[src/verilog/ffop_pkg.sv]
// package of constants for the fifo flag offset programming block
package ffop_pkg;
   // avalon register byte offsets
   localparam logic [3:0] ADDR_CONFIG = 4'h0;
   localparam logic [3:0] ADDR_STATUS = 4'h4;
   localparam logic [3:0] ADDR_EMPTY_OFFSET = 4'h8;
   localparam logic [3:0] ADDR_FULL_OFFSET = 4'hC;
   // config register fields
   localparam int CFG_X9_BOTH = 0;
   localparam int CFG_DEPTH_LO = 1;
   localparam int CFG_SYNC_FLAGS = 3;
   localparam int CFG_FIRST_WORD_FALL_THROUGH_MODE = 4;
   localparam int CFG_W = 5;
   localparam logic [4:0] CFG_RESET = 5'h08;
   // status register fields
   localparam int ST_SERIAL_MODE = 0;
   localparam int ST_AE_VALID = 1;
   localparam int ST_AF_VALID = 2;
   localparam int ST_COUNT_LO = 3;
   // offset register geometry
   localparam int OFF_W = 17;
   localparam int LOW_PART_W = 8;
   localparam int HIGH_PART_W = 9;
   localparam int CNT_W = 6;
   localparam logic [5:0] BITS_X9_BASE = 6'h0E;
   localparam logic [5:0] BITS_OTHER_BASE = 6'h0D;
   // parallel part pointer order
   localparam logic [1:0] PART_EMPTY_LOW = 2'h0;
   localparam logic [1:0] PART_EMPTY_HIGH = 2'h1;
   localparam logic [1:0] PART_FULL_LOW = 2'h2;
   localparam logic [1:0] PART_FULL_HIGH = 2'h3;
   // clock edges from load completion to flag validity
   localparam logic [1:0] FLAG_EDGES = 2'h2;
   // pin vector layout through the synchronisers
   localparam int PIN_WCLK = 0;
   localparam int PIN_RCLK = 1;
   localparam int PIN_LD = 2;
   localparam int PIN_WEN = 3;
   localparam int PIN_REN = 4;
   localparam int PIN_SEN = 5;
   localparam int PIN_SI = 6;
   localparam int PIN_DATA = 7;
endpackage : ffop_pkg

[src/verilog/ffop_offset_ctrl.sv]
// offset register load, shift and readback control with avalon status port
//
// Register access over Avalon-MM and the placing of the registers were decided locally.
`timescale 1ns/1ns
`default_nettype none
module ffop_offset_ctrl #(
   parameter int DW = 18
) (
   // clock and master reset
   input wire logic core_clk,
   input wire logic reset,
   // strap sampled during master reset
   input wire logic serial_mode_strap,
   // fifo pins
   input wire logic write_clk_pin,
   input wire logic read_clk_pin,
   input wire logic offset_load_select_n,
   input wire logic write_enable_n,
   input wire logic read_enable_n,
   input wire logic serial_shift_enable_n,
   input wire logic serial_in,
   input wire logic [DW-1:0] data_inputs,
   output logic [DW-1:0] data_outputs,
   // memory access strobes
   output logic mem_write,
   output logic [DW-1:0] mem_write_data,
   output logic mem_read,
   // flag validity
   output logic almost_empty_valid,
   output logic almost_full_valid,
   // avalon-mm slave
   input wire logic [3:0] address,
   input wire logic read,
   input wire logic write,
   input wire logic [31:0] writedata,
   output logic [31:0] readdata,
   output logic waitrequest
);
   localparam int PW = ffop_pkg::PIN_DATA + DW;

   typedef struct packed {
      logic [PW-1:0] s1;
      logic [PW-1:0] s2;
      logic [PW-1:0] s3;
      logic wclk_st;
      logic rclk_st;
      logic serial_mode;
      logic [ffop_pkg::CFG_W-1:0] cfg;
      logic [ffop_pkg::OFF_W-1:0] empty_off;
      logic [ffop_pkg::OFF_W-1:0] full_off;
      logic [1:0] wptr;
      logic [1:0] rptr;
      logic [ffop_pkg::CNT_W-1:0] cnt;
      logic [1:0] af_cnt;
      logic [1:0] ae_cnt;
      logic ae_valid;
      logic af_valid;
      logic [DW-1:0] q;
      logic mem_wr;
      logic mem_rd;
      logic [DW-1:0] mem_wdata;
      logic ack;
      logic [31:0] rdata;
   } ffop_state_s;

   ffop_state_s st;
   ffop_state_s next_st;

   // bits per offset register for this width mix and depth
   function automatic logic [ffop_pkg::CNT_W-1:0] reg_bits(input logic x9, input logic [1:0] d);
      reg_bits = (x9 ? ffop_pkg::BITS_X9_BASE : ffop_pkg::BITS_OTHER_BASE) + {4'h0, d};
   endfunction : reg_bits

   // edge counts once the second and third stages agree
   function automatic logic rise(input logic a, input logic b, input logic stable);
      rise = (a == b) && b && !stable;
   endfunction : rise

   logic [PW-1:0] pins;
   logic w_edge;
   logic r_edge;
   logic ld_n;
   logic wen_n;
   logic ren_n;
   logic sen_n;
   logic [DW-1:0] din;
   logic [ffop_pkg::CNT_W-1:0] nbits;
   logic [ffop_pkg::CNT_W-1:0] total;
   logic par_wr;
   logic par_rd;
   logic ser;
   logic mem_w;
   logic mem_r;
   logic ser_done;
   logic par_done;
   logic req;
   logic [ffop_pkg::CNT_W-1:0] fidx;

   always_comb begin
      pins = {data_inputs, serial_in, serial_shift_enable_n, read_enable_n, write_enable_n,
              offset_load_select_n, read_clk_pin, write_clk_pin};
      w_edge = rise(st.s2[ffop_pkg::PIN_WCLK], st.s3[ffop_pkg::PIN_WCLK], st.wclk_st);
      r_edge = rise(st.s2[ffop_pkg::PIN_RCLK], st.s3[ffop_pkg::PIN_RCLK], st.rclk_st);
      ld_n = st.s3[ffop_pkg::PIN_LD];
      wen_n = st.s3[ffop_pkg::PIN_WEN];
      ren_n = st.s3[ffop_pkg::PIN_REN];
      sen_n = st.s3[ffop_pkg::PIN_SEN];
      din = st.s3[ffop_pkg::PIN_DATA +: DW];
      // fall-through selection never enters the decode below
      nbits = reg_bits(st.cfg[ffop_pkg::CFG_X9_BOTH], st.cfg[ffop_pkg::CFG_DEPTH_LO +: 2]);
      total = nbits + nbits;
      fidx = st.cnt - nbits;
      // the three offset actions need the other enables high
      par_wr = w_edge && !ld_n && !wen_n && ren_n && sen_n && !st.serial_mode;
      par_rd = r_edge && !ld_n && wen_n && !ren_n && sen_n;
      ser = w_edge && !ld_n && wen_n && ren_n && !sen_n && st.serial_mode;
      mem_w = w_edge && ld_n && !wen_n;
      mem_r = r_edge && ld_n && !ren_n;
      ser_done = ser && (st.cnt == total - 6'h01);
      par_done = par_wr && (st.wptr == ffop_pkg::PART_FULL_HIGH);
      req = read || write;
   end

   always_comb begin
      next_st = st;
      next_st.s1 = pins;
      next_st.s2 = st.s1;
      next_st.s3 = st.s2;
      if (st.s2[ffop_pkg::PIN_WCLK] == st.s3[ffop_pkg::PIN_WCLK]) begin
         next_st.wclk_st = st.s3[ffop_pkg::PIN_WCLK];
      end
      if (st.s2[ffop_pkg::PIN_RCLK] == st.s3[ffop_pkg::PIN_RCLK]) begin
         next_st.rclk_st = st.s3[ffop_pkg::PIN_RCLK];
      end
      next_st.mem_wr = mem_w;
      next_st.mem_rd = mem_r;
      if (mem_w) begin
         next_st.mem_wdata = din;
      end
      // parallel write, pointer wraps back to empty low
      if (par_wr) begin
         case (st.wptr)
            ffop_pkg::PART_EMPTY_LOW: next_st.empty_off[7:0] = din[7:0];
            ffop_pkg::PART_EMPTY_HIGH: next_st.empty_off[16:8] = din[16:8];
            ffop_pkg::PART_FULL_LOW: next_st.full_off[7:0] = din[7:0];
            ffop_pkg::PART_FULL_HIGH: next_st.full_off[16:8] = din[16:8];
            default: next_st.wptr = st.wptr;
         endcase
         next_st.wptr = st.wptr + 2'h1;
      end
      // readback overwrites the word on the outputs
      if (par_rd) begin
         case (st.rptr)
            ffop_pkg::PART_EMPTY_LOW: next_st.q = {{(DW-8){1'b0}}, st.empty_off[7:0]};
            ffop_pkg::PART_EMPTY_HIGH: next_st.q = {{(DW-9){1'b0}}, st.empty_off[16:8]};
            ffop_pkg::PART_FULL_LOW: next_st.q = {{(DW-8){1'b0}}, st.full_off[7:0]};
            ffop_pkg::PART_FULL_HIGH: next_st.q = {{(DW-9){1'b0}}, st.full_off[16:8]};
            default: next_st.q = st.q;
         endcase
         next_st.rptr = st.rptr + 2'h1;
      end
      // serial bits go empty lsb first then full; counter survives interruptions
      if (ser) begin
         // a fresh load clears both registers, so bits beyond this depth read as zero
         if (st.cnt == '0) begin
            next_st.empty_off = '0;
            next_st.full_off = '0;
         end
         if (st.cnt < nbits) begin
            next_st.empty_off[st.cnt[4:0]] = st.s3[ffop_pkg::PIN_SI];
         end else begin
            next_st.full_off[fidx[4:0]] = st.s3[ffop_pkg::PIN_SI];
         end
         next_st.cnt = ser_done ? '0 : st.cnt + 6'h01;
      end
      if (st.af_cnt != '0 && w_edge) begin
         next_st.af_cnt = st.af_cnt - 2'h1;
         next_st.af_valid = (st.af_cnt == 2'h1);
      end
      if (st.ae_cnt != '0 && r_edge) begin
         next_st.ae_cnt = st.ae_cnt - 2'h1;
         next_st.ae_valid = (st.ae_cnt == 2'h1);
      end
      // any offset load start makes both flags invalid; placed after the countdown
      // so a restart inside the two settling edges cannot leave a flag going valid
      if ((ser && st.cnt == '0) || (par_wr && st.wptr == ffop_pkg::PART_EMPTY_LOW)) begin
         next_st.ae_valid = 1'b0;
         next_st.af_valid = 1'b0;
         next_st.ae_cnt = '0;
         next_st.af_cnt = '0;
      end
      if (ser_done || par_done) begin
         next_st.af_cnt = ffop_pkg::FLAG_EDGES;
         next_st.ae_cnt = ffop_pkg::FLAG_EDGES;
         next_st.af_valid = 1'b0;
         next_st.ae_valid = 1'b0;
      end
      // one wait cycle, read data ready when waitrequest drops
      next_st.ack = req && !st.ack;
      if (req && !st.ack) begin
         case (address)
            ffop_pkg::ADDR_CONFIG: next_st.rdata = {27'h0, st.cfg};
            ffop_pkg::ADDR_STATUS: next_st.rdata = {23'h0, st.cnt, st.af_valid, st.ae_valid,
                                                   st.serial_mode};
            ffop_pkg::ADDR_EMPTY_OFFSET: next_st.rdata = {15'h0, st.empty_off};
            ffop_pkg::ADDR_FULL_OFFSET: next_st.rdata = {15'h0, st.full_off};
            default: next_st.rdata = 32'h0;
         endcase
      end
      if (write && st.ack && address == ffop_pkg::ADDR_CONFIG) begin
         next_st.cfg = writedata[ffop_pkg::CFG_W-1:0];
      end
      if (reset) begin
         next_st = '0;
         next_st.cfg = ffop_pkg::CFG_RESET;
         next_st.wptr = ffop_pkg::PART_EMPTY_LOW;
         next_st.rptr = ffop_pkg::PART_EMPTY_LOW;
         // method is taken from the strap only while master reset is held
         next_st.serial_mode = serial_mode_strap;
      end
   end

   always_ff @(posedge core_clk) begin
      st <= next_st;
   end

   // offsets leave only through the parallel outputs and the status port
   assign data_outputs = st.q;
   assign mem_write = st.mem_wr;
   assign mem_write_data = st.mem_wdata;
   assign mem_read = st.mem_rd;
   assign almost_empty_valid = st.ae_valid;
   assign almost_full_valid = st.af_valid;
   assign readdata = st.rdata;
   assign waitrequest = req && !st.ack;
endmodule : ffop_offset_ctrl
`default_nettype wire

[config.mk]
export PLATFORM = sky130hd
export DESIGN_NAME = ffop_offset_ctrl
export DESIGN_NICKNAME = d
export VERILOG_FILES = /design/src/verilog/ffop_pkg.sv /design/src/verilog/ffop_offset_ctrl.sv
export SDC_FILE = /design/constraint.sdc
export NUM_CORES = 1
export LEC_CHECK = 0
export BUFFER_PORTS_ARGS = -buffer_cell sky130_fd_sc_hd__buf_2
export CAP_MARGIN = 20
export CORE_MARGIN = 2
export CORE_UTILIZATION = 30
export DETAILED_ROUTE_END_ITERATION = 6
export GPL_TIMING_DRIVEN = 0
export PLACE_DENSITY = 0.57
export SLEW_MARGIN = 20
export SYNTH_ARGS = -nofsm -noshare
export SYNTH_HDL_FRONTEND = slang
export SYNTH_SLANG_ARGS = --single-unit
[constraint.sdc]
create_clock -name core_clk -period 2.8 [get_ports core_clk]
set_input_delay 0.84 -clock core_clk [delete_from_list [all_inputs] [get_ports core_clk]]
set_output_delay 0.84 -clock core_clk [all_outputs]
set_load 0.05 [all_outputs]
==> results of run 1 <==
registers in the layout, indices dropped and copies added, names as in the netlist, 9 cells and up:
name            cells
din                18
st                111
readdata           17
data_outputs        9
mem_write_data     18
cells in the mapped netlist, types with 13 or more instances:
master    instances
a22oi_1          18
nor3_1           13
clkbuf_1         34
nor2b_1          78
inv_1            19
nand2_1          70
mux2_2           36
dfxtp_1         179
buf_4            70
mux2i_1          44
nor2_1           58
nand3_1          17
a21oi_1          32
ha_1             26
metrics by stage:
step	setup TNS, ps	hold WS (ps)	power [mW]	std cells	setup WS (ps)
after floorplan	0	414	2.89	862	31.9
after global placement	-18970	420	2.96	1289	-473
after detailed placement	-19910	420	2.96	1289	-436
after CTS	-171	438	5.39	1321	-43.1
after global routing	-349	450	5.52	1326	-100
final	-3.13	437	5.34	1326	-3.13
cells by family (layout without fill, tap and decap cells):
family / after synthesis / in the layout / synth area share [%]
xor gates and xnor gates: 16 / 16 / 1.71
buffers and inverters: 136 / 259 / 9.53
muxes: 85 / 85 / 11.7
and+or+nand+nor: 276 / 276 / 18.1
DFF: 180 / 180 / 44.2
other: 1 / 24 / 0.0458
AOI/OAI and AO/OA: 117 / 117 / 10.3
adders and majority gates: 28 / 28 / 4.47
where the power goes:
part           internal (mW)  total [mW]  leakage [nW]  switching, mW
clock                   1.29        2.44         0.299           1.14
combinational         0.0939       0.275          2.41          0.181
sequential              2.61        2.63          1.47         0.0220
total                   3.99        5.34          4.18           1.35
worst min path at each step:
stage                          to  cells after the start
2_1_floorplan   din[0]$_SDFF_PP0_                      1
3_3_place_gp   st[166]$_SDFF_PP0_                      1
3_5_place_dp    din[5]$_SDFF_PP0_                      1
4_1_cts         din[5]$_SDFF_PP0_                      1
5_1_grt        st[158]$_SDFF_PP0_                      1
6_report       st[163]$_SDFF_PP0_                      1
metal layers:
layer / GRT usage [%] / vias up / routed length [µm]
met5: 0 / - / 0
met4: 3.86 / 0 / 246
met3: 3.10 / 15 / 1270
met2: 20.8 / 220 / 8430
met1: 20.9 / 2785 / 10300
li1: - / 3075 / -
what timing repair did:
action / CTS / global route
gates resized for setup: 31 / 6
endpoints found under the setup margin: 46 / 65
endpoints found under the hold margin: 0 / 0
pin swaps: 14 / 9
setup buffers: 2 / 5
cell usage in the layout (no fill, tap or decap), types with 3 or more instances in the layout:
cell type	netlist	layout
a21oi_1	32	32
a222oi_1	8	8
a22o_1	4	4
a22oi_1	18	18
a32o_1	8	8
buf_1	8	6
buf_2	5	92
buf_4	70	77
clkbuf_1	34	32
clkbuf_16	0	17
clkinv_8	0	3
conb_1	1	24
dfxtp_1	179	177
ha_1	26	23
inv_1	19	17
inv_8	0	6
mux2_2	36	36
mux2i_1	44	44
mux4_2	5	5
nand2_1	70	70
nand2b_1	4	3
nand3_1	17	16
nand4_1	5	5
nor2_1	58	58
nor2b_1	78	78
nor3_1	13	5
nor3_2	0	7
nor3b_1	4	4
o2111ai_4	1	4
o211ai_1	12	12
o21ai_0	12	11
o31ai_1	9	9
xnor2_1	10	9
xor2_1	6	6
cell type report:
cell class              instances  area, µm²  area share (%)
multi-input cells             546       4050            40.7
clock inverters                14        181            1.82
inverters                      19       71.3           0.716
well taps                     341        427            4.28
clock buffers                  18        429            4.31
plain buffers                 114        699            7.02
repair buffers                 94        488            4.90
flip-flops and latches        180       3620            36.3
critical path, delay by kind of cell (launching register included):
family,cells,cell delay (ps)
simple gates,3,910
fa+ha+maj,2,880
flops,1,350
compound gates,2,310
buf+inv,2,220
==> results.sh, run 1 <==
export IMPL_synth_area_leaders="dfxtp_1 (44%), buf_4 (6.4%), nor2b_1 (6.0%), mux2i_1 (5.4%), mux2_2 (5.0%)"
export IMPL_layout_min_cycle_time_ps=2800
export IMPL_worstReg2RegStart="st[121]$_SDFFE_PP0P_"
export IMPL_grt_setup_unrepaired="true"
export IMPL_drc=0
export IMPL_p_leak_nw=4.18
export IMPL_dp_hpwl_um=15300
export IMPL_syn_area_per_cell_um2=9.75
export IMPL_die_area_mm2=0.0286
export IMPL_endpoint_kind="register"
export IMPL_root_buffer="clkbuf_16"
export IMPL_path_clk_slew_ps=80
export IMPL_slew_viol_final=0
export IMPL_synth_top_cell_area_share_pct=43.8
export IMPL_grt_pass1_vias=5691
export IMPL_drt_total_wl_um=20200
export IMPL_drt_pre_antenna_iters=7
export IMPL_worst_pin_slew_ps=761
export IMPL_hold_viol_final=0
export IMPL_synth_edf_count=1
export IMPL_ys_ff_latch=180
export IMPL_drv_cap=0
export IMPL_reg2reg_depth=9
export IMPL_maxSlewHeadroom_pct=48.9
export IMPL_fp_row_count=60
export IMPL_fin_area_mm2=0.00997
export IMPL_fillers=2717
export IMPL_path_cells="buf_4, fa_2, inv_2, ha_4, nand3b_1, and3b_2, or4bb_4, o211ai_1, o31ai_1"
export IMPL_setup_worst_path_start="st[121]$_SDFFE_PP0P_"
export IMPL_globalRouteOverflowTotal=0
export IMPL_critPathArrivalTime_ps=3110
export IMPL_io_buffer_count=86
export IMPL_violations="setup timing"
export IMPL_required_ps=3110
export IMPL_setup_ws_ps=-3.13
export IMPL_vias=6095
export IMPL_hold_buffers=0
export IMPL_syn_instance_count=839
export IMPL_ios=139
export IMPL_syn2layout_area_growth_pct=21.8
export IMPL_clock_sinks=180
export IMPL_grt_max_degree=20
export IMPL_hp_start="st[188]$_SDFF_PP0_"
export IMPL_place_area_mm2=0.00914
export IMPL_clk_path_buf_depth=2
export IMPL_wl_per_cell_um=15.2
export IMPL_cts_tree="built"
export IMPL_critPathCapture="st[99]$_SDFF_PP0_"
export IMPL_holdCritPathClass="reg2reg"
export IMPL_peakVddDrop_uv=326
export IMPL_die_y_um=169
export IMPL_yosysSeqAreaShare_pct=44.2
export IMPL_crit_fanout=8
export IMPL_yosysTopAreaCell="dfxtp_1"
export IMPL_power_density_mw_per_mm2=536
export IMPL_critPathSlowestCell="fa_2"
export IMPL_antenna_found_initial=0
export IMPL_start_util_pct=30.4
export IMPL_async_reset_ff_share_pct=0
export IMPL_finalCritPeriodShare_pct=100
export IMPL_ant_nets=0
export IMPL_synth_flop_cell="dfxtp_1"
export IMPL_drive_gt1_share_pct=28.8
export IMPL_first_iter_violations=501
export IMPL_fp_dieW_um=169
export IMPL_finalSetupViolations=1
export IMPL_yosys_warnings=0
export IMPL_cts_max_level=4
export IMPL_vias_per_cell=4.60
export IMPL_synth_cell_types=58
export IMPL_r2r_end="st[99]$_SDFF_PP0_"
export IMPL_critical_path_class="reg2reg"
export IMPL_clk_latency_ps=440
export IMPL_cp_start_kind="register"
export IMPL_status="finished, violations left"
export IMPL_final_util_pct=37.1
export IMPL_critPathMaxStageDelay_ps=630
export IMPL_cts_buffers=17
export IMPL_core_area_mm2=0.0269
export IMPL_r2r_slack_ps=-3
export IMPL_synth_area_mm2=0.00818
export IMPL_n_antenna_cell=0
export IMPL_grt_use_total_pct=14.2
export IMPL_grt_pass1_wl_um=31400
export IMPL_gp_congestion=0.843
export IMPL_fin_nets=1066
export IMPL_max_freq_mhz=357
export IMPL_finClkSkew_ps=20.1
Power figures use the tool's default switching activity.
==> run 2: changes to the inputs <==
--- a/config.mk
+++ b/config.mk
@@ -13,4 +13,5 @@
 export GPL_TIMING_DRIVEN = 0
 export PLACE_DENSITY = 0.57
+export SKIP_LAST_GASP = 1
 export SLEW_MARGIN = 20
 export SYNTH_ARGS = -nofsm -noshare
==> constraint.sdc (replaced) <==
create_clock -name core_clk -period 2.8 [get_ports core_clk]
set_input_delay 0.42 -clock core_clk [delete_from_list [all_inputs] [get_ports core_clk]]
set_output_delay 0.42 -clock core_clk [all_outputs]
set_load 0.05 [all_outputs]
==> run 2 against run 1 <==
  * The run now ends clean
  * Maximum frequency rose by 0.54%
  * Flip-flop and latch count did not move
  * First-iteration DRC count rose by 7.4%
  * Setup slack improved by 15 ps
  * Total power barely moved
  * Largest power group unchanged
  * Highest routed layer unchanged
==> results.sh, run 2 (synthesis gave the netlist of run 1 again) <==
export IMPL_status="finished, final reports clean"
export IMPL_hold_viol_final=0
export IMPL_r2r_end="st[99]$_SDFF_PP0_"
export IMPL_placed_cells=1289
export IMPL_worst_pin_slew_ps=761
export IMPL_ant_nets=0
export IMPL_antenna_found_initial=0
export IMPL_first_iter_violations=538
export IMPL_drc=0
export IMPL_wl_per_cell_um=15.2
export IMPL_cts_max_level=4
export IMPL_p_sw_mw=1.35
export IMPL_drt_pre_antenna_iters=5
export IMPL_regArea_mm2=0.00362
export IMPL_vias=6099
export IMPL_drive_gt1_share_pct=28.6
export IMPL_io_buffer_count=86
export IMPL_worstReg2RegStart="st[121]$_SDFFE_PP0P_"
export IMPL_r2r_slack_ps=10
export IMPL_path_cells="buf_4, fa_2, inv_2, ha_4, nand3b_1, and3b_2, or4bb_4, o211ai_1, o31ai_1"
export IMPL_layoutNonFillerInstCount=1327
export IMPL_globalRouteOverflowTotal=0
export IMPL_switching_share_pct=25.2
export IMPL_finClkSkew_ps=15.2
export IMPL_hold_end="st[183]$_SDFF_PP0_"
export IMPL_endpoint_kind="register"
export IMPL_dp_hpwl_um=15300
export IMPL_pwr_share_comb_pct=5.1
export IMPL_peakVddDrop_uv=325
export IMPL_root_buffer="clkbuf_16"
export IMPL_drt_total_wl_um=20200
export IMPL_clk_path_buf_depth=2
export IMPL_grt_use_total_pct=14.2
export IMPL_crit_fanout=8
export IMPL_die_area_mm2=0.0286
export IMPL_power_density_mw_per_mm2=536
export IMPL_grt_max_degree=20
export IMPL_cp_start_kind="register"
export IMPL_clock_sinks=180
export IMPL_whs_ps=181
export IMPL_maxSlewHeadroom_pct=48.9
export IMPL_slew_viol_final=0
export IMPL_multiInputGateArea_mm2=0.00405
export IMPL_clk_latency_ps=440
export IMPL_final_common_cell="dfxtp_1"
export IMPL_vias_per_cell=4.60
export IMPL_fin_setup_tns_ps=0
export IMPL_holdCritPathClass="in2reg"
export IMPL_die_y_um=169
export IMPL_fillers=2719
export IMPL_grt_pass1_wl_um=31400
export IMPL_critPathArrivalTime_ps=3100
export IMPL_finalSetupViolations=0
export IMPL_largest_register="st"
export IMPL_power_frac_seq_pct=49.2
export IMPL_drv_cap=0
export IMPL_power_total_mw=5.34
export IMPL_clkPwrFrac_pct=45.6
export IMPL_final_util_pct=37.1
export IMPL_n_antenna_cell=0
export IMPL_largest_reg_flops=111
export IMPL_fin_nets=1067
export IMPL_max_freq_mhz=359
export IMPL_hold_buffers=0
export IMPL_syn2layout_area_growth_pct=21.8
export IMPL_grt_pass1_vias=5691
export IMPL_gp_congestion=0.843
export IMPL_hp_start="read_enable_n"
export IMPL_required_ps=3110
export IMPL_fp_dieW_um=169
export IMPL_finalCritPeriodShare_pct=99.6
export IMPL_ios=139
export IMPL_core_area_mm2=0.0269
export IMPL_p_leak_nw=4.17
export IMPL_start_util_pct=30.4
export IMPL_p_int_mw=3.99
export IMPL_min_path_cells=2
export IMPL_most_common_layout_cells="dfxtp_1 (177), buf_2 (92), nor2b_1 (78)"
export IMPL_critical_path_class="reg2reg"
export IMPL_grt_setup_unrepaired="true"
export IMPL_reg2reg_depth=9
export IMPL_layout_min_cycle_time_ps=2790
export IMPL_critPathSlowestCell="fa_2"
export IMPL_fp_row_count=60
export IMPL_cts_tree="built"
export IMPL_critPathMaxStageDelay_ps=630
export IMPL_cts_buffers=17
export IMPL_path_clk_slew_ps=80
-- run 2: worst max-delay path: cells and delay by family (launching register included) --
kind / cells / cell delay, ps
compound gates: 2 / 300
simple gates: 3 / 910
flops: 1 / 350
fa+ha+maj: 2 / 880
buf+inv: 2 / 220
-- run 2: timing repair --
item | 4_1_cts | 5_1_grt
setup endpoints to repair | 45 | 43
gates resized for setup | 29 | 5
endpoints found under the hold margin | 0 | 0
pin swaps | 14 | 8
setup buffers | 2 | 5
-- run 2: cell type report --
| class | instances | share of cell area (%) |
|---|---|---|
| Buffer | 115 | 7.03 |
| Clock inverter | 14 | 1.82 |
| Timing Repair Buffer | 94 | 4.90 |
| Inverter | 19 | 0.716 |
| Tap cell | 341 | 4.28 |
| Clock buffer | 18 | 4.31 |
| Sequential cell | 180 | 36.3 |
| Multi-Input combinational cell | 546 | 40.6 |
-- run 2: layer usage --
metal / GRT usage [%] / up-vias / part of all wire (%)
met5: 0 / - / 0
met4: 3.86 / 0 / 1.3
met3: 3.10 / 17 / 5.7
met2: 20.8 / 202 / 42
met1: 20.9 / 2809 / 51
li1: - / 3071 / -
-- run 2: per-stage QoR --
stage	area, µm²	setup slack [ps]
global placement	9140	-345
detailed placement	9140	-377
floorplan	8290	31.9
CTS	9900	-43.1
finish	9970	12.0
global route	9970	-99.8
-- run 2: worst max path at each step --
stage	startpoint	to	slack, ps	depth (start not counted)
6_report	st[121]$_SDFFE_PP0P_	st[99]$_SDFF_PP0_	10	9
5_1_grt	st[121]$_SDFFE_PP0P_	st[101]$_SDFF_PP0_	-100	9
4_1_cts	st[121]$_SDFFE_PP0P_	st[99]$_SDFF_PP0_	-40	10
3_5_place_dp	st[121]$_SDFFE_PP0P_	st[100]$_SDFF_PP0_	-380	10
3_3_place_gp	st[121]$_SDFFE_PP0P_	st[100]$_SDFF_PP0_	-340	10
2_1_floorplan	st[121]$_SDFFE_PP0P_	st[100]$_SDFF_PP0_	30	11
-- run 2: power by group through the flow --
stage | Combinational [mW] | Sequential, mW | Clock [mW]
floorplan | 0.209 | 2.68 | 0
global placement | 0.273 | 2.69 | 0
detailed placement | 0.273 | 2.69 | 0
CTS | 0.275 | 2.63 | 2.49
global route | 0.296 | 2.63 | 2.59
finish | 0.275 | 2.63 | 2.44
==> run 3: changes to the inputs <==
BUFFER_PORTS_ARGS = not set   (was -buffer_cell sky130_fd_sc_hd__buf_2)
DONT_BUFFER_PORTS = 1   (was not set)
PLACE_DENSITY = 0.52   (was 0.57)
==> run 3 against run 2 <==
  * The run now ends with setup timing left
  * Core utilization down 1.7 points
  * Combinational power is 9.8% lower
  * Sequential power hardly changed
  * Flip-flop and latch count is the same
  * Clock-buffer cell count is the same
  * Sequential share of layout area up 1.7 points
  * Hold slack got worse by 93 ps
  * Wire length up 2.0%
  * Via count fell by 5.4%
  * Maximum frequency decreased by 0.96%
  * Clock skew decreased by 3.0 ps
  * Clock power is 3% lower
  * Largest cell class unchanged
  * Highest routed layer unchanged
==> results.sh, run 3 (synthesis gave the netlist of run 1 again) <==
export IMPL_power_total_mw=5.24
export IMPL_cts_buffers=17
export IMPL_p_leak_nw=3.72
export IMPL_fin_nets=979
export IMPL_gp_congestion=0.851
export IMPL_grt_use_total_pct=14.5
export IMPL_required_ps=3110
export IMPL_clk_path_buf_depth=2
export IMPL_drive_gt1_share_pct=21.7
export IMPL_grt_max_degree=20
export IMPL_cts_max_level=4
export IMPL_drv_cap=0
export IMPL_status="finished, violations left"
export IMPL_cts_tree="built"
export IMPL_holdCritPathClass="in2reg"
export IMPL_peakVddDrop_uv=389
export IMPL_vias_per_cell=4.65
export IMPL_timing_critical_path_max_delay_family="simple AND/OR/NAND/NOR gates"
export IMPL_layout_min_cycle_time_ps=2820
export IMPL_io_buffer_count=0
export IMPL_cp_num_buf_inv=2
export IMPL_first_iter_violations=396
export IMPL_globalRouteOverflowTotal=0
export IMPL_drt_pre_antenna_iters=5
export IMPL_violations="setup timing"
export IMPL_drt_total_wl_um=20600
export IMPL_grt_pass1_vias=5527
export IMPL_path_clk_slew_ps=70
export IMPL_maxSlewHeadroom_pct=48.5
export IMPL_max_freq_mhz=355
export IMPL_endpoint_kind="register"
export IMPL_critPathArrivalTime_ps=3120
export IMPL_finalCritPeriodShare_pct=101
export IMPL_grt_pass1_wl_um=31900
export IMPL_path_cells="buf_4, fa_2, inv_2, ha_4, nand3b_1, and3b_2, or4bb_4, o211ai_1, o31ai_1"
export IMPL_critPathMaxStageDelay_ps=630
export IMPL_largest_register="st"
export IMPL_ios=139
export IMPL_grt_setup_unrepaired="true"
export IMPL_power_density_mw_per_mm2=551
export IMPL_fp_row_count=60
export IMPL_die_y_um=169
export IMPL_hold_buffers=0
export IMPL_drc=0
export IMPL_clock_sinks=180
export IMPL_vias=5767
export IMPL_slew_viol_final=0
export IMPL_fp_dieW_um=169
export IMPL_cp_start_kind="register"
export IMPL_finalSetupViolations=4
export IMPL_largest_reg_flops=111
export IMPL_hold_viol_final=0
export IMPL_die_area_mm2=0.0286
export IMPL_antenna_found_initial=1
export IMPL_critPathSlowestCell="fa_2"
export IMPL_critical_path_class="reg2reg"
export IMPL_fillers=2746
export IMPL_r2r_slack_ps=-20
export IMPL_ant_nets=0
export IMPL_core_area_mm2=0.0269
export IMPL_most_common_layout_cells="dfxtp_1 (177), nor2b_1 (78), buf_4 (75)"
export IMPL_clk_latency_ps=430
export IMPL_final_common_cell="dfxtp_1"
export IMPL_whs_ps=88.5
export IMPL_crit_fanout=8
export IMPL_syn2layout_area_growth_pct=16.2
export IMPL_root_buffer="clkbuf_16"
export IMPL_start_util_pct=30.4
export IMPL_finClkSkew_ps=12.2
export IMPL_fin_setup_tns_ps=-33.8
export IMPL_worst_pin_slew_ps=772
export IMPL_setup_ws_ps=-15.0
export IMPL_dp_hpwl_um=15500
export IMPL_wl_per_cell_um=16.6
[run 3: layout make-up]
type	count	area, µm²	area share (%)
multi-input combinational	546	4050	42.6
sequential	180	3620	38.0
buffer	115	701	7.37
clock buffer	18	429	4.51
tap	341	427	4.49
clock inverter	14	164	1.72
inverter	19	71.3	0.750
timing repair buffer	6	48.8	0.513
antenna	1	2.50	0.0263
[run 3: timing repair]
action                                  4_1_cts  5_1_grt
endpoints found under the setup margin       45       44
buffers inserted                              3        3
gates resized for setup                      27        7
pin swaps                                    16       15
[run 3: routing by layer]
layer	vias up	global-route usage (%)	routed length, µm
met2	172	21.3	8600
met5	-	0	0
met1	2692	21.4	10500
met3	15	3.75	1300
li1	2888	-	-
met4	0	3.20	248
[run 3: where the power goes]
part           switching [mW]  total [mW]  internal, mW
Combinational           0.173       0.248        0.0750
Clock                    1.16        2.37          1.20
Sequential             0.0225        2.63          2.61
Total                    1.36        5.24          3.88
[run 3: path summary, 6_finish.rpt]
path / start / endpoint / depth (start not counted)
max: st[121]$_SDFFE_PP0P_ / st[100]$_SDFF_PP0_ / 9
min: serial_mode_strap / st[126]$_DFFE_PP_ / 0
max reg2reg: st[121]$_SDFFE_PP0P_ / st[100]$_SDFF_PP0_ / 9
min reg2reg: st[190]$_SDFF_PP0_ / st[165]$_SDFF_PP0_ / 1
[run 3: through the flow]
stage,instance area (µm²),setup slack [ps],utilization (%),cells
floorplan,8290,31.9,-,862
global placement,8710,-367,32.4,1203
detailed placement,8710,-408,32.4,1203
CTS,9450,-59.8,35.2,1236
global route,9510,-133,35.4,1239
finish,9510,-15.0,35.4,1240
